[src/hdl/sacb_pkg.sv]
package sacb_pkg;

  // ----------------------------------------------------------------
  // register map (printed offsets are indices; byte address = 4 x index)
  // ----------------------------------------------------------------
  localparam logic [7:0] MODE_CFG_IDX = 8'h82;
  localparam logic [7:0] FRONTEND_CFG_IDX = 8'h83;
  localparam logic [7:0] OFFSET_HIGH_IDX = 8'h84;
  localparam logic [7:0] OFFSET_LOW_IDX = 8'h85;
  localparam logic [7:0] RESULT_IDX = 8'h86;
  localparam logic [7:0] STATUS_IDX = 8'h87;
  localparam logic [7:0] CONTROL_IDX = 8'h88;

  // ----------------------------------------------------------------
  // reset values and writable masks
  // ----------------------------------------------------------------
  localparam logic [15:0] MODE_CFG_RST = 16'h0400;
  localparam logic [15:0] FRONTEND_CFG_RST = 16'h8010;
  localparam logic [15:0] OFFSET_HIGH_RST = 16'h0000;
  localparam logic [15:0] OFFSET_LOW_RST = 16'h0000;
  localparam logic [15:0] MODE_CFG_MASK = 16'h0F0F;
  localparam logic [15:0] FRONTEND_CFG_MASK = 16'h8F3F;
  localparam logic [15:0] OFFSET_LOW_MASK = 16'hFF00;

  // ----------------------------------------------------------------
  // field positions
  // ----------------------------------------------------------------
  localparam int CONV_KIND_BIT = 11;
  localparam int OSR_LSB = 8;
  localparam int GC_EN_BIT = 3;
  localparam int GC_DELAY_LSB = 0;
  localparam int CH_EN_BIT = 15;
  localparam int GAIN_LSB = 10;
  localparam int ROUTE_LSB = 8;
  localparam int SRC_ROUTE_BIT = 5;
  localparam int SINK_ROUTE_BIT = 4;
  localparam int SRC_MAG_LSB = 2;
  localparam int SINK_MAG_LSB = 0;

  // ----------------------------------------------------------------
  // encodings and counts
  // ----------------------------------------------------------------
  localparam logic [1:0] ROUTE_NORMAL = 2'h0;
  localparam logic [1:0] ROUTE_SWAPPED = 2'h1;
  localparam logic [1:0] ROUTE_SHORT = 2'h2;
  localparam logic [1:0] ROUTE_TEST_DAC = 2'h3;
  localparam logic [1:0] ANALOG_GAIN_MAX_CODE = 2'h1;
  localparam int OSR_BASE_LOG2 = 6;
  localparam int GC_DELAY_BASE_LOG2 = 1;
  localparam int CNT_W = 14;
  localparam logic [1:0] BUS_WAIT_CYCLES = 2'h1;

  typedef struct packed {
    logic conv_kind;
    logic [2:0] osr_code;
    logic gc_en;
    logic [2:0] gc_delay;
  } sacb_mode_s;

  typedef struct packed {
    logic ch_en;
    logic [1:0] gain_code;
    logic [1:0] route;
    logic src_route;
    logic sink_route;
    logic [1:0] src_mag;
    logic [1:0] sink_mag;
  } sacb_front_s;

endpackage

[src/hdl/sacb_bank.sv]
// Decided for this implementation: the Avalon-MM slave port.
`timescale 1ns/1ps
module sacb_bank (
  input wire logic clk,
  input wire logic reset,
  input wire logic clk_en,
  input wire logic [9:0] avs_address,
  input wire logic avs_read,
  input wire logic avs_write,
  input wire logic [31:0] avs_writedata,
  input wire logic [3:0] avs_byteenable,
  output logic [31:0] avs_readdata,
  output logic avs_waitrequest,
  output logic [1:0] avs_response,
  input wire logic modulator_tick,
  input wire logic [23:0] raw_result,
  input wire logic raw_valid,
  input wire logic standby_pin,
  output logic [23:0] result_r,
  output logic result_valid_r,
  output logic [1:0] conversion_tally_r,
  output logic conv_kind_r,
  output logic chop_phase_r,
  output logic analog_gain_x8_r,
  output logic [1:0] digital_shift_r,
  output logic [1:0] input_route_r,
  output logic test_source_route_r,
  output logic test_sink_route_r,
  output logic [1:0] test_source_magnitude_r,
  output logic [1:0] test_sink_magnitude_r
);

  // ----------------------------------------------------------------
  // registers and helpers
  // ----------------------------------------------------------------
  logic [15:0] mode_r;
  logic [15:0] front_r;
  logic [15:0] ofs_hi_r;
  logic [15:0] ofs_lo_r;
  logic start_r;
  logic busy_r;
  logic gc_settle_r;
  localparam int CNT_W_L = sacb_pkg::CNT_W;

  logic [CNT_W_L-1:0] tick_cnt_r;
  logic [8:0] gc_cnt_r;
  logic [1:0] standby_s1_r;
  logic standby_r;
  logic [1:0] wait_r;
  logic access;
  logic [7:0] idx;
  logic idx_ok;
  logic [15:0] wdat;
  logic [15:0] rd_word;
  logic ch_on;
  sacb_pkg::sacb_mode_s mode_f;
  sacb_pkg::sacb_front_s front_f;
  logic [23:0] trim;
  logic [23:0] scaled;
  logic answer;

  function automatic logic [15:0] merge16(input logic [15:0] old, input logic [15:0] nw,
                                          input logic [3:0] be, input logic [15:0] msk);
    logic [15:0] m;
    m = {{8{be[1]}}, {8{be[0]}}} & msk;
    merge16 = (old & ~m) | (nw & m);
  endfunction

  // oversample ratio as a count of modulator ticks
  function automatic logic [CNT_W_L-1:0] osr_ticks(input logic [2:0] code);
    osr_ticks = CNT_W_L'(1) << ({1'b0, code} + 4'(sacb_pkg::OSR_BASE_LOG2));
  endfunction

  assign mode_f = sacb_pkg::sacb_mode_s'({mode_r[11:8], mode_r[3:0]});
  assign front_f = sacb_pkg::sacb_front_s'({front_r[15], front_r[11:8], front_r[5:0]});
  // offset trim assembly
  // high word bits above bits 15:8 of the low register
  assign trim = {ofs_hi_r, ofs_lo_r[15:8]};
  assign ch_on = front_f.ch_en && !standby_r;
  assign access = (avs_read || avs_write) && wait_r == sacb_pkg::BUS_WAIT_CYCLES;
  // read data must already stand when the master sees waitrequest low
  assign answer = (avs_read || avs_write) && wait_r == sacb_pkg::BUS_WAIT_CYCLES - 2'h1;
  assign idx = avs_address[9:2];
  assign idx_ok = idx >= sacb_pkg::MODE_CFG_IDX && idx <= sacb_pkg::CONTROL_IDX;
  assign wdat = avs_writedata[15:0];

  // ----------------------------------------------------------------
  // standby pin synchroniser
  // ----------------------------------------------------------------
  always_ff @(posedge clk) begin
    if (reset) begin
      standby_s1_r <= 2'h0;
      standby_r <= 1'b0;
    end else if (clk_en) begin
      standby_s1_r <= {standby_s1_r[0], standby_pin};
      standby_r <= standby_s1_r[1];
    end
  end

  // ----------------------------------------------------------------
  // avalon slave: one wait cycle, then answer
  // ----------------------------------------------------------------
  always_ff @(posedge clk) begin
    if (reset) begin
      wait_r <= 2'h0;
    end else if (clk_en) begin
      if ((avs_read || avs_write) && wait_r != sacb_pkg::BUS_WAIT_CYCLES) begin
        wait_r <= wait_r + 2'h1;
      end else begin
        wait_r <= 2'h0;
      end
    end
  end

  always_ff @(posedge clk) begin
    if (reset) begin
      avs_waitrequest <= 1'b1;
    end else if (clk_en) begin
      avs_waitrequest <= !answer;
    end
  end

  always_comb begin
    rd_word = 16'h0000;
    case (idx)
      sacb_pkg::MODE_CFG_IDX: rd_word = mode_r;
      sacb_pkg::FRONTEND_CFG_IDX: rd_word = front_r;
      sacb_pkg::OFFSET_HIGH_IDX: rd_word = ofs_hi_r;
      sacb_pkg::OFFSET_LOW_IDX: rd_word = ofs_lo_r;
      sacb_pkg::RESULT_IDX: rd_word = result_r[23:8];
      sacb_pkg::STATUS_IDX: rd_word = {12'h000, busy_r, gc_settle_r, conversion_tally_r};
      default: rd_word = 16'h0000;
    endcase
  end

  always_ff @(posedge clk) begin
    if (reset) begin
      avs_readdata <= 32'h00000000;
      avs_response <= 2'h0;
    end else if (clk_en && answer) begin
      avs_readdata <= avs_read ? {16'h0000, rd_word} : 32'h00000000;
      avs_response <= idx_ok ? 2'h0 : 2'h3;
    end
  end

  // ----------------------------------------------------------------
  // configuration registers
  // ----------------------------------------------------------------
  always_ff @(posedge clk) begin
    if (reset) begin
      mode_r <= sacb_pkg::MODE_CFG_RST;
      front_r <= sacb_pkg::FRONTEND_CFG_RST;
      ofs_hi_r <= sacb_pkg::OFFSET_HIGH_RST;
      ofs_lo_r <= sacb_pkg::OFFSET_LOW_RST;
    end else if (clk_en && access && avs_write) begin
      case (idx)
        sacb_pkg::MODE_CFG_IDX:
          mode_r <= merge16(mode_r, wdat, avs_byteenable, sacb_pkg::MODE_CFG_MASK);
        sacb_pkg::FRONTEND_CFG_IDX:
          front_r <= merge16(front_r, wdat, avs_byteenable, sacb_pkg::FRONTEND_CFG_MASK);
        sacb_pkg::OFFSET_HIGH_IDX:
          ofs_hi_r <= merge16(ofs_hi_r, wdat, avs_byteenable, 16'hFFFF);
        sacb_pkg::OFFSET_LOW_IDX:
          ofs_lo_r <= merge16(ofs_lo_r, wdat, avs_byteenable, sacb_pkg::OFFSET_LOW_MASK);
        default: ;
      endcase
    end
  end

  // single-shot start request from control register bit 0
  always_ff @(posedge clk) begin
    if (reset) begin
      start_r <= 1'b0;
    end else if (clk_en) begin
      start_r <= access && avs_write && idx == sacb_pkg::CONTROL_IDX &&
                 avs_byteenable[0] && wdat[0];
    end
  end

  // ----------------------------------------------------------------
  // front-end steering outputs
  // ----------------------------------------------------------------
  always_ff @(posedge clk) begin
    if (reset) begin
      conv_kind_r <= 1'b0;
      analog_gain_x8_r <= 1'b0;
      digital_shift_r <= 2'h0;
      input_route_r <= sacb_pkg::ROUTE_NORMAL;
      test_source_route_r <= 1'b0;
      test_sink_route_r <= 1'b1;
      test_source_magnitude_r <= 2'h0;
      test_sink_magnitude_r <= 2'h0;
    end else if (clk_en) begin
      conv_kind_r <= mode_f.conv_kind;
      analog_gain_x8_r <= front_f.gain_code != 2'h0;
      digital_shift_r <= (front_f.gain_code > sacb_pkg::ANALOG_GAIN_MAX_CODE) ?
                         front_f.gain_code - sacb_pkg::ANALOG_GAIN_MAX_CODE : 2'h0;
      input_route_r <= front_f.route;
      test_source_route_r <= front_f.src_route;
      test_sink_route_r <= front_f.sink_route;
      test_source_magnitude_r <= front_f.src_mag;
      test_sink_magnitude_r <= front_f.sink_mag;
    end
  end

  // ----------------------------------------------------------------
  // conversion timing
  // ----------------------------------------------------------------
  // one result per osr ticks
  always_ff @(posedge clk) begin
    if (reset) begin
      tick_cnt_r <= '0;
      busy_r <= 1'b0;
    end else if (clk_en) begin
      if (!ch_on) begin
        tick_cnt_r <= '0;
        busy_r <= 1'b0;
      end else if (mode_f.conv_kind && !busy_r) begin
        busy_r <= start_r;
        tick_cnt_r <= '0;
      end else if (modulator_tick && !gc_settle_r) begin
        if (tick_cnt_r >= osr_ticks(mode_f.osr_code) - CNT_W_L'(1)) begin
          tick_cnt_r <= '0;
          busy_r <= 1'b0;
        end else begin
          tick_cnt_r <= tick_cnt_r + CNT_W_L'(1);
        end
      end
    end
  end

  // settle delay after each phase flip
  always_ff @(posedge clk) begin
    if (reset) begin
      chop_phase_r <= 1'b0;
      gc_settle_r <= 1'b0;
      gc_cnt_r <= 9'h000;
    end else if (clk_en) begin
      if (!ch_on || !mode_f.gc_en) begin
        chop_phase_r <= 1'b0;
        gc_settle_r <= 1'b0;
        gc_cnt_r <= 9'h000;
      end else if (gc_settle_r) begin
        if (modulator_tick) begin
          if (gc_cnt_r >= (9'h001 << ({1'b0, mode_f.gc_delay} +
              4'(sacb_pkg::GC_DELAY_BASE_LOG2))) - 9'h001) begin
            gc_settle_r <= 1'b0;
            gc_cnt_r <= 9'h000;
          end else begin
            gc_cnt_r <= gc_cnt_r + 9'h001;
          end
        end
      end else if (raw_valid) begin
        chop_phase_r <= !chop_phase_r;
        gc_settle_r <= 1'b1;
      end
    end
  end

  // ----------------------------------------------------------------
  // result path
  // ----------------------------------------------------------------
  assign scaled = raw_result << digital_shift_r;

  always_ff @(posedge clk) begin
    if (reset) begin
      result_r <= 24'h000000;
      result_valid_r <= 1'b0;
      conversion_tally_r <= 2'h0;
    end else if (clk_en) begin
      result_valid_r <= 1'b0;
      if (!ch_on) begin
        result_r <= 24'h000000;
        conversion_tally_r <= 2'h0;
      end else if (raw_valid && !gc_settle_r) begin
        result_r <= scaled - trim;
        result_valid_r <= 1'b1;
        conversion_tally_r <= conversion_tally_r + 2'h1;
      end
    end
  end

  // ----------------------------------------------------------------
  // checks
  // ----------------------------------------------------------------
  mode_reset_a: assert property (@(posedge clk) $fell(reset) |->
    mode_r == 16'h0400) else $error("mode reset value wrong");
  front_reset_a: assert property (@(posedge clk) $fell(reset) |->
    front_r == 16'h8010) else $error("front-end reset value wrong");
  disable_clear_a: assert property (@(posedge clk) disable iff (reset)
    clk_en && !ch_on |=> result_r == 24'h0 && conversion_tally_r == 2'h0)
    else $error("result not cleared on disable");
  reserved_zero_a: assert property (@(posedge clk) disable iff (reset)
    (mode_r & 16'hF0F0) == 16'h0 && (ofs_lo_r[7:0] == 8'h00) && (front_r & 16'h70C0) == 16'h0)
    else $error("reserved bit set");
  offset_sub_a: assert property (@(posedge clk) disable iff (reset)
    clk_en && ch_on && raw_valid && !gc_settle_r |=>
    result_r == $past(scaled) - $past(trim)) else $error("offset not subtracted");
  gain_digital_a: assert property (@(posedge clk) disable iff (reset)
    clk_en ##1 front_f.gain_code == $past(front_f.gain_code) && front_f.gain_code == 2'h3
    |-> digital_shift_r == 2'h2) else $error("gain 32 shift wrong");
  route_follow_a: assert property (@(posedge clk) disable iff (reset)
    clk_en |=> input_route_r == $past(front_r[9:8])) else $error("route not applied");
  sink_route_a: assert property (@(posedge clk) disable iff (reset)
    clk_en |=> test_sink_route_r == $past(front_r[4])) else $error("sink route wrong");
  tally_step_a: assert property (@(posedge clk) disable iff (reset)
    result_valid_r && $past(clk_en) |-> conversion_tally_r == $past(conversion_tally_r) + 2'h1)
    else $error("tally did not advance");
  freeze_hold_a: assert property (@(posedge clk) disable iff (reset)
    !clk_en |=> $stable(result_r) && $stable(conversion_tally_r))
    else $error("result moved while frozen");
  shift_low_a: assert property (@(posedge clk) disable iff (reset)
    clk_en && front_f.gain_code <= 2'h1 |=> digital_shift_r == 2'h0)
    else $error("analog gain given a digital shift");
  chop_idle_a: assert property (@(posedge clk) disable iff (reset)
    clk_en && !ch_on |=> !gc_settle_r && !chop_phase_r)
    else $error("chop active on idle channel");
  osr_hold_a: assert property (@(posedge clk) disable iff (reset)
    clk_en && ch_on && busy_r && !gc_settle_r && mode_f.osr_code == 3'h2 &&
    tick_cnt_r < 14'h00FF |=> busy_r) else $error("conversion ended early");
  osr_end_a: assert property (@(posedge clk) disable iff (reset)
    clk_en && ch_on && busy_r && !gc_settle_r && modulator_tick &&
    mode_f.osr_code == 3'h2 && tick_cnt_r == 14'h00FF |=> !busy_r)
    else $error("conversion overran its ratio");
  chop_delay_a: assert property (@(posedge clk) disable iff (reset)
    clk_en && ch_on && mode_f.gc_en && gc_settle_r && mode_f.gc_delay == 3'h7 &&
    gc_cnt_r != 9'h0FF |=> gc_settle_r) else $error("chop delay cut short");
  bus_answer_a: assert property (@(posedge clk) disable iff (reset)
    clk_en && $rose(avs_read || avs_write) |=> !avs_waitrequest)
    else $error("bus answer late");

endmodule

[config.mk]
export PLATFORM = sky130hd
export DESIGN_NAME = sacb_bank
export DESIGN_NICKNAME = d
export VERILOG_FILES = /design/src/hdl/sacb_pkg.sv /design/src/hdl/sacb_bank.sv
export SDC_FILE = /design/constraint.sdc
export NUM_CORES = 1
export LEC_CHECK = 0
export ABC_AREA = 1
export ABC_CLOCK_PERIOD_IN_PS = 6200
export BUFFER_PORTS_ARGS = -buffer_cell sky130_fd_sc_hd__buf_2
export CAP_MARGIN = 20
export CORE_MARGIN = 3
export CORE_UTILIZATION = 55
export DETAILED_ROUTE_END_ITERATION = 10
export PLACE_DENSITY = 0.91
export SLEW_MARGIN = 15
export SYNTH_ARGS = -nofsm -noshare
export SYNTH_HDL_FRONTEND = slang
export SYNTH_SLANG_ARGS = --single-unit
[constraint.sdc]
create_clock -name clk -period 6.2 [get_ports clk]
set_clock_uncertainty 0.15 [all_clocks]
set_input_delay 0.62 -clock clk [delete_from_list [all_inputs] [get_ports clk]]
set_output_delay 0.62 -clock clk [all_outputs]
set_load 0.005 [all_outputs]
# Yosys cells after proc, flatten, opt, wreduce, memory -nomap -nowiden
# Index checks and enable logic that the tools add are counted.
dict set report totals {
  regBits 170
  input_bits 78
  output_inout_bits 75
  word_cells 143
}
dict set report classes {
  n_addsub 10
  n_lt_le_gt_ge 5
  eq_ne 13
  shifts 3
  muxes 31
  n_bitwise 16
  n_reduce_logical 38
}
# cell count
set op_table {}
lappend op_table {{16-bit bitwise AND} 7}
lappend op_table {{16-bit case mux with 6 select lines} 1}
lappend op_table {{16-bit OR} 4}
lappend op_table {{8-bit == test, second input constant} 7}
lappend op_table {{14-bit two-way mux} 4}
lappend op_table {{24-bit two-way mux} 2}
lappend op_table {{16-bit inverter} 3}
lappend op_table {{9-bit two-way mux} 4}
lappend op_table {{24-bit by 2-bit left shift with 24-bit output} 1}
lappend op_table {{24-bit subtractor} 1}
lappend op_table {{16-bit by 12-bit bitwise AND with 16-bit output} 1}
lappend op_table {{16-bit two-way mux} 1}
lappend op_table {{12-bit inverter with 16-bit output} 1}
lappend op_table {{1-bit logical AND} 15}
lappend op_table {{14-bit by 1-bit adder with 14-bit output, second input constant} 1}
lappend op_table {{14-bit >= comparator} 1}
lappend op_table {{1-bit two-way mux} 14}
lappend op_table {{1-bit by 4-bit left shift with 14-bit output, first input constant} 1}
lappend op_table {{14-bit by 1-bit subtractor with 14-bit output, second input constant} 1}
lappend op_table {{2-bit AND reduction} 6}
lappend op_table {{2-bit two-way mux} 5}
lappend op_table {{9-bit by 1-bit adder with 9-bit output, second input constant} 1}
lappend op_table {{9-bit >= comparator} 1}
lappend op_table {{3-bit AND reduction} 3}
lappend op_table {{16 further kinds} 30}

# Depth between registers and ports, before layout
# Gate-level depths: netlist (run 1).
dict set report logic_depth {
  ltp_word 8
  depth_mapped 20
}

# Worst setup path before layout (run 1)
# OpenSTA, ideal clock, no wires.
dict set report synth_timing {
  kind {flip-flop to flip-flop}
  start {reg (tool-made name)}
  end {reg tick_cnt_r[12]}
  setup_time_ns 0.117
  arrival_ns 2.850
  required_ns 5.933
  path_slack_ns 3.083
  path_stages_with_launch 20
  path_buffers 1
  synth_period_minus_slack_ns 3.117
  path_cell_list {dfxtp_1 > inv_1 > ha_1 > nand2_1 > inv_1 > nand3_1 > ha_1 > nand3_1 > inv_1 > o21ai_0 > xnor2_1 > ha_1 > nand2_1 > nor3_1 > nand3_1 > nand4_1 > nand2_1 > nand2_1 > buf_2 > nor2_1}
}
# item line_no
set synth_rtl {}
lappend synth_rtl {{end signal, assigned} sacb_bank.sv:226} ;# tick_cnt_r <= tick_cnt_r + CNT_W_L'(1);
lappend synth_rtl {{end, declared} sacb_bank.sv:45} ;# logic [CNT_W_L-1:0] tick_cnt_r;

==> metrics.cfg, run 1 <==
[worst_setup_path]
critPathBufInv = 3
max_stage_delay_ns = 0.48
cpMaxStageDelayCell = dfxtp_1
cp_max_fo = 13
critPathTopFamily = simple AND/OR/NAND/NOR gates
endpoint_kind = flip-flop
cpMostUsedCell = nand2_1
critPathKind = flip-flop to flip-flop
required_ns = 6.39
cp_cell_sequence = inv_1, ha_1, nand2_1, inv_1, nand2_1, ha_1, nand3_1, inv_1, o21ai_0, xnor2_1, ha_1, nand2_1, nor2_1, a21oi_1, nand4_1, nand2_1, nand2_1, nor3_1
startpoint_type = flip-flop
critical_path_arrival_ns = 3.99

[clock_network]
postCtsSetupRepairBufs = 0
numCtsBuffers = 17
cts_tree = yes
clockRootBuffer = clkbuf_16
clk_pin_slew_worst_paths_ns = 0.06
numClockSinks = 132
htreeDepth = 4
cts_buffer_depth = 2
insertion_delay_ns = 0.42
postCtsHoldBufs = 0
cts.repair.resized = 0

[power_and_ir_drop]
p_per_area_nw_per_um2 = 224
ir_drop_mv = 0.205
power_leakage_nw = 4.65

[cells_and_area]
instances_no_fill = 1635
area_delta_synth_final_pct = 14.3
seqCellArea_um2 = 2640
nFillCells = 1340
final_layout_size_suffix_gt1_share_pct = 12.9
num_antenna_cells = 0
multiInputGateArea_um2 = 5100
final_nets = 1548

[grt]
grt_pass1_vias = 8291
grt_overflow = 0
grt_max_degree = 54
grt_pass1_wl_um = 41000
grtUsageTotal_pct = 29.0
grt_antenna_before_repair = 0

[die]
die_area_um2 = 17300
start_util_pct = 56.7
coreArea_um2 = 15300
die_x_um = 132
ios = 153
chipHeight_um = 132
rows = 45

[timing]
setup_tns_ns = 0
final.min_clock_period_ns = 3.79
hold_viol_final = 0
maxClockFrequency_mhz = 264
slew_headroom_pct = 46.5
finalSetupViolCount = 0
tightest_slew_ns = 0.802
rsz0062_at_grt = false
period_share_pct = 61.2
slew_viol_final = 0

[placed_design]
dp_cells = 1603
place_congestion = 0.950
dp_hpwl_um = 19100
port_buffers = 116

[drt]
initialDrtViolationCount = 761
drc = 0
wl_per_cell_um = 15.7
routed_wl_um = 25700
dr.pass1.iters = 7
antenna_left = 0
avgViaCountPerCell = 5.55
routed-via-count = 9075

[logic_synthesis]
ys_warn_count = 0
yosysSeqAreaShare_pct = 30.4
synth.distinct_cells = 45
synth_area_um2 = 8680
syn_area_per_cell_um2 = 6.62
syn_inst = 1311
synth_seq_cells = 132

[min_path]
hold_class = input pin to flip-flop

[run]
drv_cap = 0

[outcome]
status = finished clean

==> cells in the final DEF, fill, tap and decap left out, types with 10 or more instances in the layout <==
| master | instances |
|---|---|
| ha_1 | 58 |
| buf_2 | 116 |
| inv_2 | 11 |
| o22ai_1 | 10 |
| nand4_1 | 16 |
| conb_1 | 18 |
| clkbuf_16 | 17 |
| o21ai_0 | 80 |
| a21oi_1 | 138 |
| inv_1 | 176 |
| nand3b_1 | 12 |
| nand3_1 | 92 |
| nor2_1 | 88 |
| nand2_1 | 332 |
| mux2i_1 | 34 |
| xor2_1 | 10 |
| dfxtp_1 | 132 |
==> final timing paths <==
| path | from | endpoint | slack [ns] | depth (start not counted) |
|---|---|---|---|---|
| hold / removal | standby_pin | standby_s1_r[0] | 0.29 | 3 |
| setup / recovery | flip-flop | tick_cnt_r[1] | 2.41 | 18 |
| hold reg to reg | avs_readdata[11] | avs_readdata[11] | 0.31 | 2 |
| setup reg to reg | flip-flop | tick_cnt_r[1] | 2.41 | 18 |
==> synthesized netlist by cell type, drive strengths merged <==
master / count / area share (%)
conb: 2 / 0.087
a21oi: 139 / 8.1
nand3b: 12 / 1.0
nand4: 16 / 1.2
mux2: 1 / 0.13
mux2i: 34 / 3.9
clkbuf: 22 / 0.95
a22oi: 1 / 0.087
a211oi: 3 / 0.26
nand3: 94 / 5.5
inv: 187 / 8.1
a221oi: 1 / 0.10
xor2: 10 / 1.0
or2: 4 / 0.29
nand2: 337 / 15
a21o: 1 / 0.087
ha: 58 / 8.4
o211ai: 6 / 0.52
nor4: 2 / 0.14
nor2: 96 / 4.7
nor3: 10 / 0.69
buf: 33 / 2.5
o21bai: 2 / 0.17
dfxtp: 132 / 30
o21ai: 88 / 5.1
a311oi: 1 / 0.10
fa: 1 / 0.23
o22ai: 10 / 0.72
nor3b: 1 / 0.087
o221ai: 4 / 0.40
xnor2: 3 / 0.30
==> area by class of cell <==
class	count	area share, %
Tap cell	211	2.66
Multi-Input combinational cell	953	51.4
Clock inverter	10	1.22
Inverter	187	7.07
Clock buffer	22	4.88
Sequential cell	132	26.6
Timing Repair Buffer	120	6.15
==> cells by family after synthesis <==
| kind of cell | after synthesis | synth area share [%] |
|---|---|---|
| XOR/XNOR | 13 | 1.31 |
| buffers and inverters | 242 | 11.5 |
| multiplexers | 35 | 4.05 |
| adder cells (fa/ha/maj) | 59 | 8.59 |
| AND/OR/NAND/NOR | 572 | 28.4 |
| flip-flops | 132 | 30.4 |
| AO/OA/AOI/OAI | 256 | 15.7 |
| other | 2 | 0.0865 |
==> metrics by stage <==
| stage | cell area, um2 | power (mW) | setup WS (ns) | util (%) | hold WS [ns] |
|---|---|---|---|---|---|
| finish | 9930 | 2.22 | 2.41 | 64.8 | 0.286 |
| global route | 9930 | 2.29 | 2.04 | 64.8 | 0.287 |
| CTS | 9930 | 2.21 | 2.46 | 64.8 | 0.285 |
| detailed placement | 9320 | 1.20 | 2.52 | 60.9 | 0.292 |
| global placement | 9320 | 1.19 | 2.64 | 60.9 | 0.289 |
| floorplan | 8740 | 1.11 | 3.08 | - | 0.291 |
==> metal layers <==
layer / vias up / global-route usage [%] / wire [um]
li1: 4449 / - / -
met4: 0 / 9.63 / 648
met2: 419 / 50.7 / 12700
met1: 4146 / 36.2 / 10400
met5: - / 0 / 0
met3: 61 / 4.94 / 2020
==> tightest hold or removal path, stage by stage <==
cell and delay [ns]:
buf_2 0.08, nor2_1 0.04, nor2_1 0.08
==> report_power, final <==
part / internal [mW] / switching, mW
Clock: 0.637 / 0.391
Combinational: 0.104 / 0.202
Sequential: 0.867 / 0.0168
Power figures use the tool's default switching activity.
==> run 2: changes to the inputs <==
ABC_CLOCK_PERIOD_IN_PS = 3700   (was 6200)
clock period = 3.7 ns   (was 6.2 ns; I/O delays follow)
==> metrics.cfg, run 2 (synthesized netlist as in run 1, its figures left out) <==
[outcome]
status = finished clean

[timing]
maxClockFrequency_mhz = 304
final.min_clock_period_ns = 3.29
tightest_slew_ns = 0.650
period_share_pct = 88.9
hold_viol_final = 0
slew_viol_final = 0
rsz0062_at_grt = false
slew_headroom_pct = 56.7
setup_tns_ns = 0
finalSetupViolCount = 0

[grt]
grt_pass1_wl_um = 42300
grt_max_degree = 63
grt_pass1_vias = 8646
grtUsageTotal_pct = 29.7
grt_overflow = 0
grt_antenna_before_repair = 0

[clock_network]
numCtsBuffers = 17
clockRootBuffer = clkbuf_16
numClockSinks = 132
postCtsHoldBufs = 0
postCtsSetupRepairBufs = 0
insertion_delay_ns = 0.42
cts_buffer_depth = 2
clk_pin_slew_worst_paths_ns = 0.06
cts_tree = yes
htreeDepth = 4

[cells_and_area]
instances_no_fill = 1638
layout_commonest_cell = nand2_1
final_cell_mix = nand2_1, inv_1, a21oi_1
area_delta_synth_final_pct = 15.2
num_antenna_cells = 0
final_layout_size_suffix_gt1_share_pct = 13.2
final_nets = 1551

[drt]
avgViaCountPerCell = 5.61
antenna_left = 0
routed-via-count = 9190
dr.pass1.iters = 7
routed_wl_um = 26500
drc = 0
wl_per_cell_um = 16.1
initialDrtViolationCount = 830

[placed_design]
dp_cells = 1606
dp_hpwl_um = 19400
port_buffers = 116
place_congestion = 0.986

[die]
die_x_um = 132
start_util_pct = 56.7
ios = 153
chipHeight_um = 132
coreArea_um2 = 15300
die_area_um2 = 17300
rows = 45

[power_and_ir_drop]
p_per_area_nw_per_um2 = 389
p_clk_share_pct = 48.7
combPwrFrac_pct = 13.2
ir_drop_mv = 0.351
switchingPower_mw = 1.02
power_leakage_nw = 4.69
internal-power_mw = 2.87
pwr-share-seq_pct = 38.0
p_sw_share_pct = 26.3

[worst_setup_path]
endpoint_kind = flip-flop
critical_path_arrival_ns = 3.45
startpoint_type = flip-flop
cp_max_fo = 13
required_ns = 3.86
critPathKind = flip-flop to flip-flop

[min_path]
hold_class = input pin to flip-flop

[run]
drv_cap = 0

==> run 2: changes by cell type in the layout (fill, tap and decap cells not counted), moves of 2 or more <==
cell / change
clkinvlp_4: -2
clkbuf_8: -2
buf_4: +3
bufinv_16: +3
==> run 2: per-stage QoR <==
step           setup slack (ns)  utilization, %  total power [mW]  cell area [um2]  hold slack, ns
2_1_floorplan             0.583               -              1.85             8740           0.291
3_3_place_gp              0.403            61.0              2.00             9340           0.290
3_5_place_dp              0.227            61.0              2.01             9340           0.296
4_1_cts                   0.206            65.3              3.88            10000          0.0243
5_1_grt                  0.0750            65.3              4.02            10000          0.0936
6_report                  0.411            65.3              3.89            10000          0.0386
==> run 2: path summary, 6_finish.rpt <==
kind	from	end	slack, ns	cells after the start
setup / recovery	flip-flop	tick_cnt_r[13]	0.41	18
hold / removal	standby_pin	standby_s1_r[0]	0.04	3
setup reg to reg	flip-flop	tick_cnt_r[13]	0.41	18
hold reg to reg	result_r[1]	result_r[1]	0.31	2
==> run 2: power by group through the flow <==
stage	sequential, mW	clock, mW	combinational [mW]
finish	1.48	1.90	0.515
global route	1.48	1.96	0.574
CTS	1.48	1.90	0.505
detailed placement	1.51	0	0.499
global placement	1.51	0	0.485
floorplan	1.50	0	0.347
==> run 2: repair_timing <==
action                                  in CTS  in global routing
gates resized for setup                      0                  2
hold endpoints to repair                     0                  0
endpoints found under the setup margin       0                 13
==> run 2: worst max-delay path, cell delays in order, from the launching register on <==
cell	delay [ns]
dfxtp_1	0.35
inv_1	0.14
ha_1	0.36
nand2_1	0.06
inv_1	0.13
nand3_1	0.13
ha_1	0.26
nand3_1	0.12
inv_1	0.04
o21ai_0	0.19
xnor2_1	0.11
ha_1	0.28
nand2_1	0.07
nor3_1	0.18
nand3_1	0.09
nand4_1	0.09
nand2_1	0.08
nand2_2	0.23
nor2_1	0.09
==> run 2: area by class of cell <==
| class | instances | area [um2] |
|---|---|---|
| clock buffers | 21 | 460 |
| clock inverters | 11 | 196 |
| fillers | 1344 | 5310 |
| inverters | 187 | 702 |
| multi-input cells | 953 | 5100 |
| flip-flops and latches | 132 | 2640 |
| well taps | 211 | 264 |
| repair buffers | 123 | 633 |
==> run 2: metal layers <==
| metal | share of wire [%] | up-vias | global-route usage [%] |
|---|---|---|---|
| met4 | 3.2 | 0 | 10.6 |
| met5 | 0 | - | 0 |
| li1 | - | 4452 | - |
| met1 | 40 | 4217 | 36.4 |
| met2 | 49 | 433 | 52.1 |
| met3 | 7.5 | 88 | 5.40 |
==> run 3: changes to the inputs <==
PLACE_DENSITY = not set   (was 0.91)
PLACE_DENSITY_LB_ADDON = 0.2   (was not set)
==> metrics.cfg, run 3 (synthesized netlist as in run 1, its figures left out) <==
[timing]
maxClockFrequency_mhz = 304
period_share_pct = 88.8
slew_viol_final = 0
finalSetupViolCount = 0
rsz0062_at_grt = false
hold_viol_final = 0
setup_tns_ns = 0
fin_ws_ns = 0.415
slew_headroom_pct = 59.1
tightest_slew_ns = 0.613
final.min_clock_period_ns = 3.29
holdWs_ns = 0.0510

[drt]
routed-via-count = 8848
antenna_left = 0
dr.pass1.iters = 5
drc = 0
routed_wl_um = 25100
wl_per_cell_um = 15.3
avgViaCountPerCell = 5.40
initialDrtViolationCount = 544

[worst_setup_path]
endpoint_kind = flip-flop
startpoint_type = flip-flop
ff2ff_setup_slack_ns = 0.41
cp_max_fo = 13
critPathKind = flip-flop to flip-flop
worstReg2RegEnd = tick_cnt_r[0]
critical_path_arrival_ns = 3.49
required_ns = 3.90
reg2regPathDepth = 18

[cells_and_area]
area_delta_synth_final_pct = 15.0
final_cell_mix = nand2_1, inv_1, a21oi_1
instances_no_fill = 1638
layout_commonest_cell = nand2_1
design_area_um2 = 9980
num_antenna_cells = 0
final_layout_size_suffix_gt1_share_pct = 13.2
final_nets = 1551
final_util_pct = 65.2

[power_and_ir_drop]
total_power_mw = 3.80
ir_drop_mv = 0.396
p_per_area_nw_per_um2 = 380
power_leakage_nw = 4.68

[placed_design]
port_buffers = 116
postPlaceCellArea_um2 = 9360
place_congestion = 1.01
dp_cells = 1606
pre_cts_ws_ns = 0.257
dp_hpwl_um = 19200

[clock_network]
insertion_delay_ns = 0.43
postCtsHoldBufs = 0
cts_buffer_depth = 2
cts.repair.resized = 0
clockRootBuffer = clkbuf_16
htreeDepth = 4
clk_pin_slew_worst_paths_ns = 0.06
numCtsBuffers = 17
numClockSinks = 132
cts_tree = yes
postCtsSetupRepairBufs = 0

[die]
start_util_pct = 56.7
die_area_um2 = 17300
coreArea_um2 = 15300
chipHeight_um = 132
ios = 153
die_x_um = 132
rows = 45

[grt]
grt_pass1_wl_um = 40800
grt_antenna_before_repair = 0
grt_overflow = 0
grt_pass1_vias = 8321
grtUsageTotal_pct = 28.7
grt_max_degree = 63

[run]
drv_cap = 0

[min_path]
whs_endpoint = standby_s1_r[0]
holdCritStartpoint = standby_pin
hold_class = input pin to flip-flop
hold_path_depth = 3

[outcome]
status = finished clean

[run 3: metal layers]
layer	global-route usage [%]	up-vias	wire length (um)
met2	50.6	257	12400
met4	10.7	0	725
li1	-	4454	-
met3	4.63	58	1250
met1	35.3	4079	10700
met5	0	-	0
[run 3: area by class of cell]
| class | count | area (um2) |
|---|---|---|
| Clock buffer | 20 | 447 |
| Clock inverter | 12 | 179 |
| Fill cell | 1469 | 5330 |
| Inverter | 187 | 702 |
| Multi-Input combinational cell | 953 | 5100 |
| Sequential cell | 132 | 2640 |
| Tap cell | 211 | 264 |
| Timing Repair Buffer | 123 | 646 |
[run 3: how the worst max path moves through the flow]
| stage | from | endpoint | slack [ns] | cells after the start |
|---|---|---|---|---|
| 6_report | flip-flop | tick_cnt_r[0] | 0.41 | 18 |
| 5_1_grt | flip-flop | tick_cnt_r[0] | 0.02 | 18 |
| 4_1_cts | flip-flop | tick_cnt_r[0] | 0.21 | 18 |
| 3_5_place_dp | flip-flop | tick_cnt_r[1] | 0.26 | 18 |
| 3_3_place_gp | flip-flop | tick_cnt_r[1] | 0.32 | 18 |
| 2_1_floorplan | flip-flop | tick_cnt_r[12] | 0.58 | 19 |
[run 3: critical path, cell delays in order, from the launching register on]
cell and delay, ns:
dfxtp_1 0.35, inv_1 0.14, ha_1 0.37, nand2_1 0.06, inv_1 0.13, nand2_1 0.10
ha_1 0.25, nand3_1 0.11, inv_1 0.04, o21ai_0 0.18, xnor2_1 0.14, ha_1 0.24
nand2_1 0.10, nor2_1 0.05, a21oi_1 0.16, nand4_1 0.09, nand2_1 0.15, nand2_2 0.19
a21oi_1 0.20
[run 3: report_power, final]
part | total (mW) | internal, mW | switching, mW
Clock | 1.81 | 1.15 | 0.663
Sequential | 1.48 | 1.45 | 0.0261
Combinational | 0.510 | 0.178 | 0.333
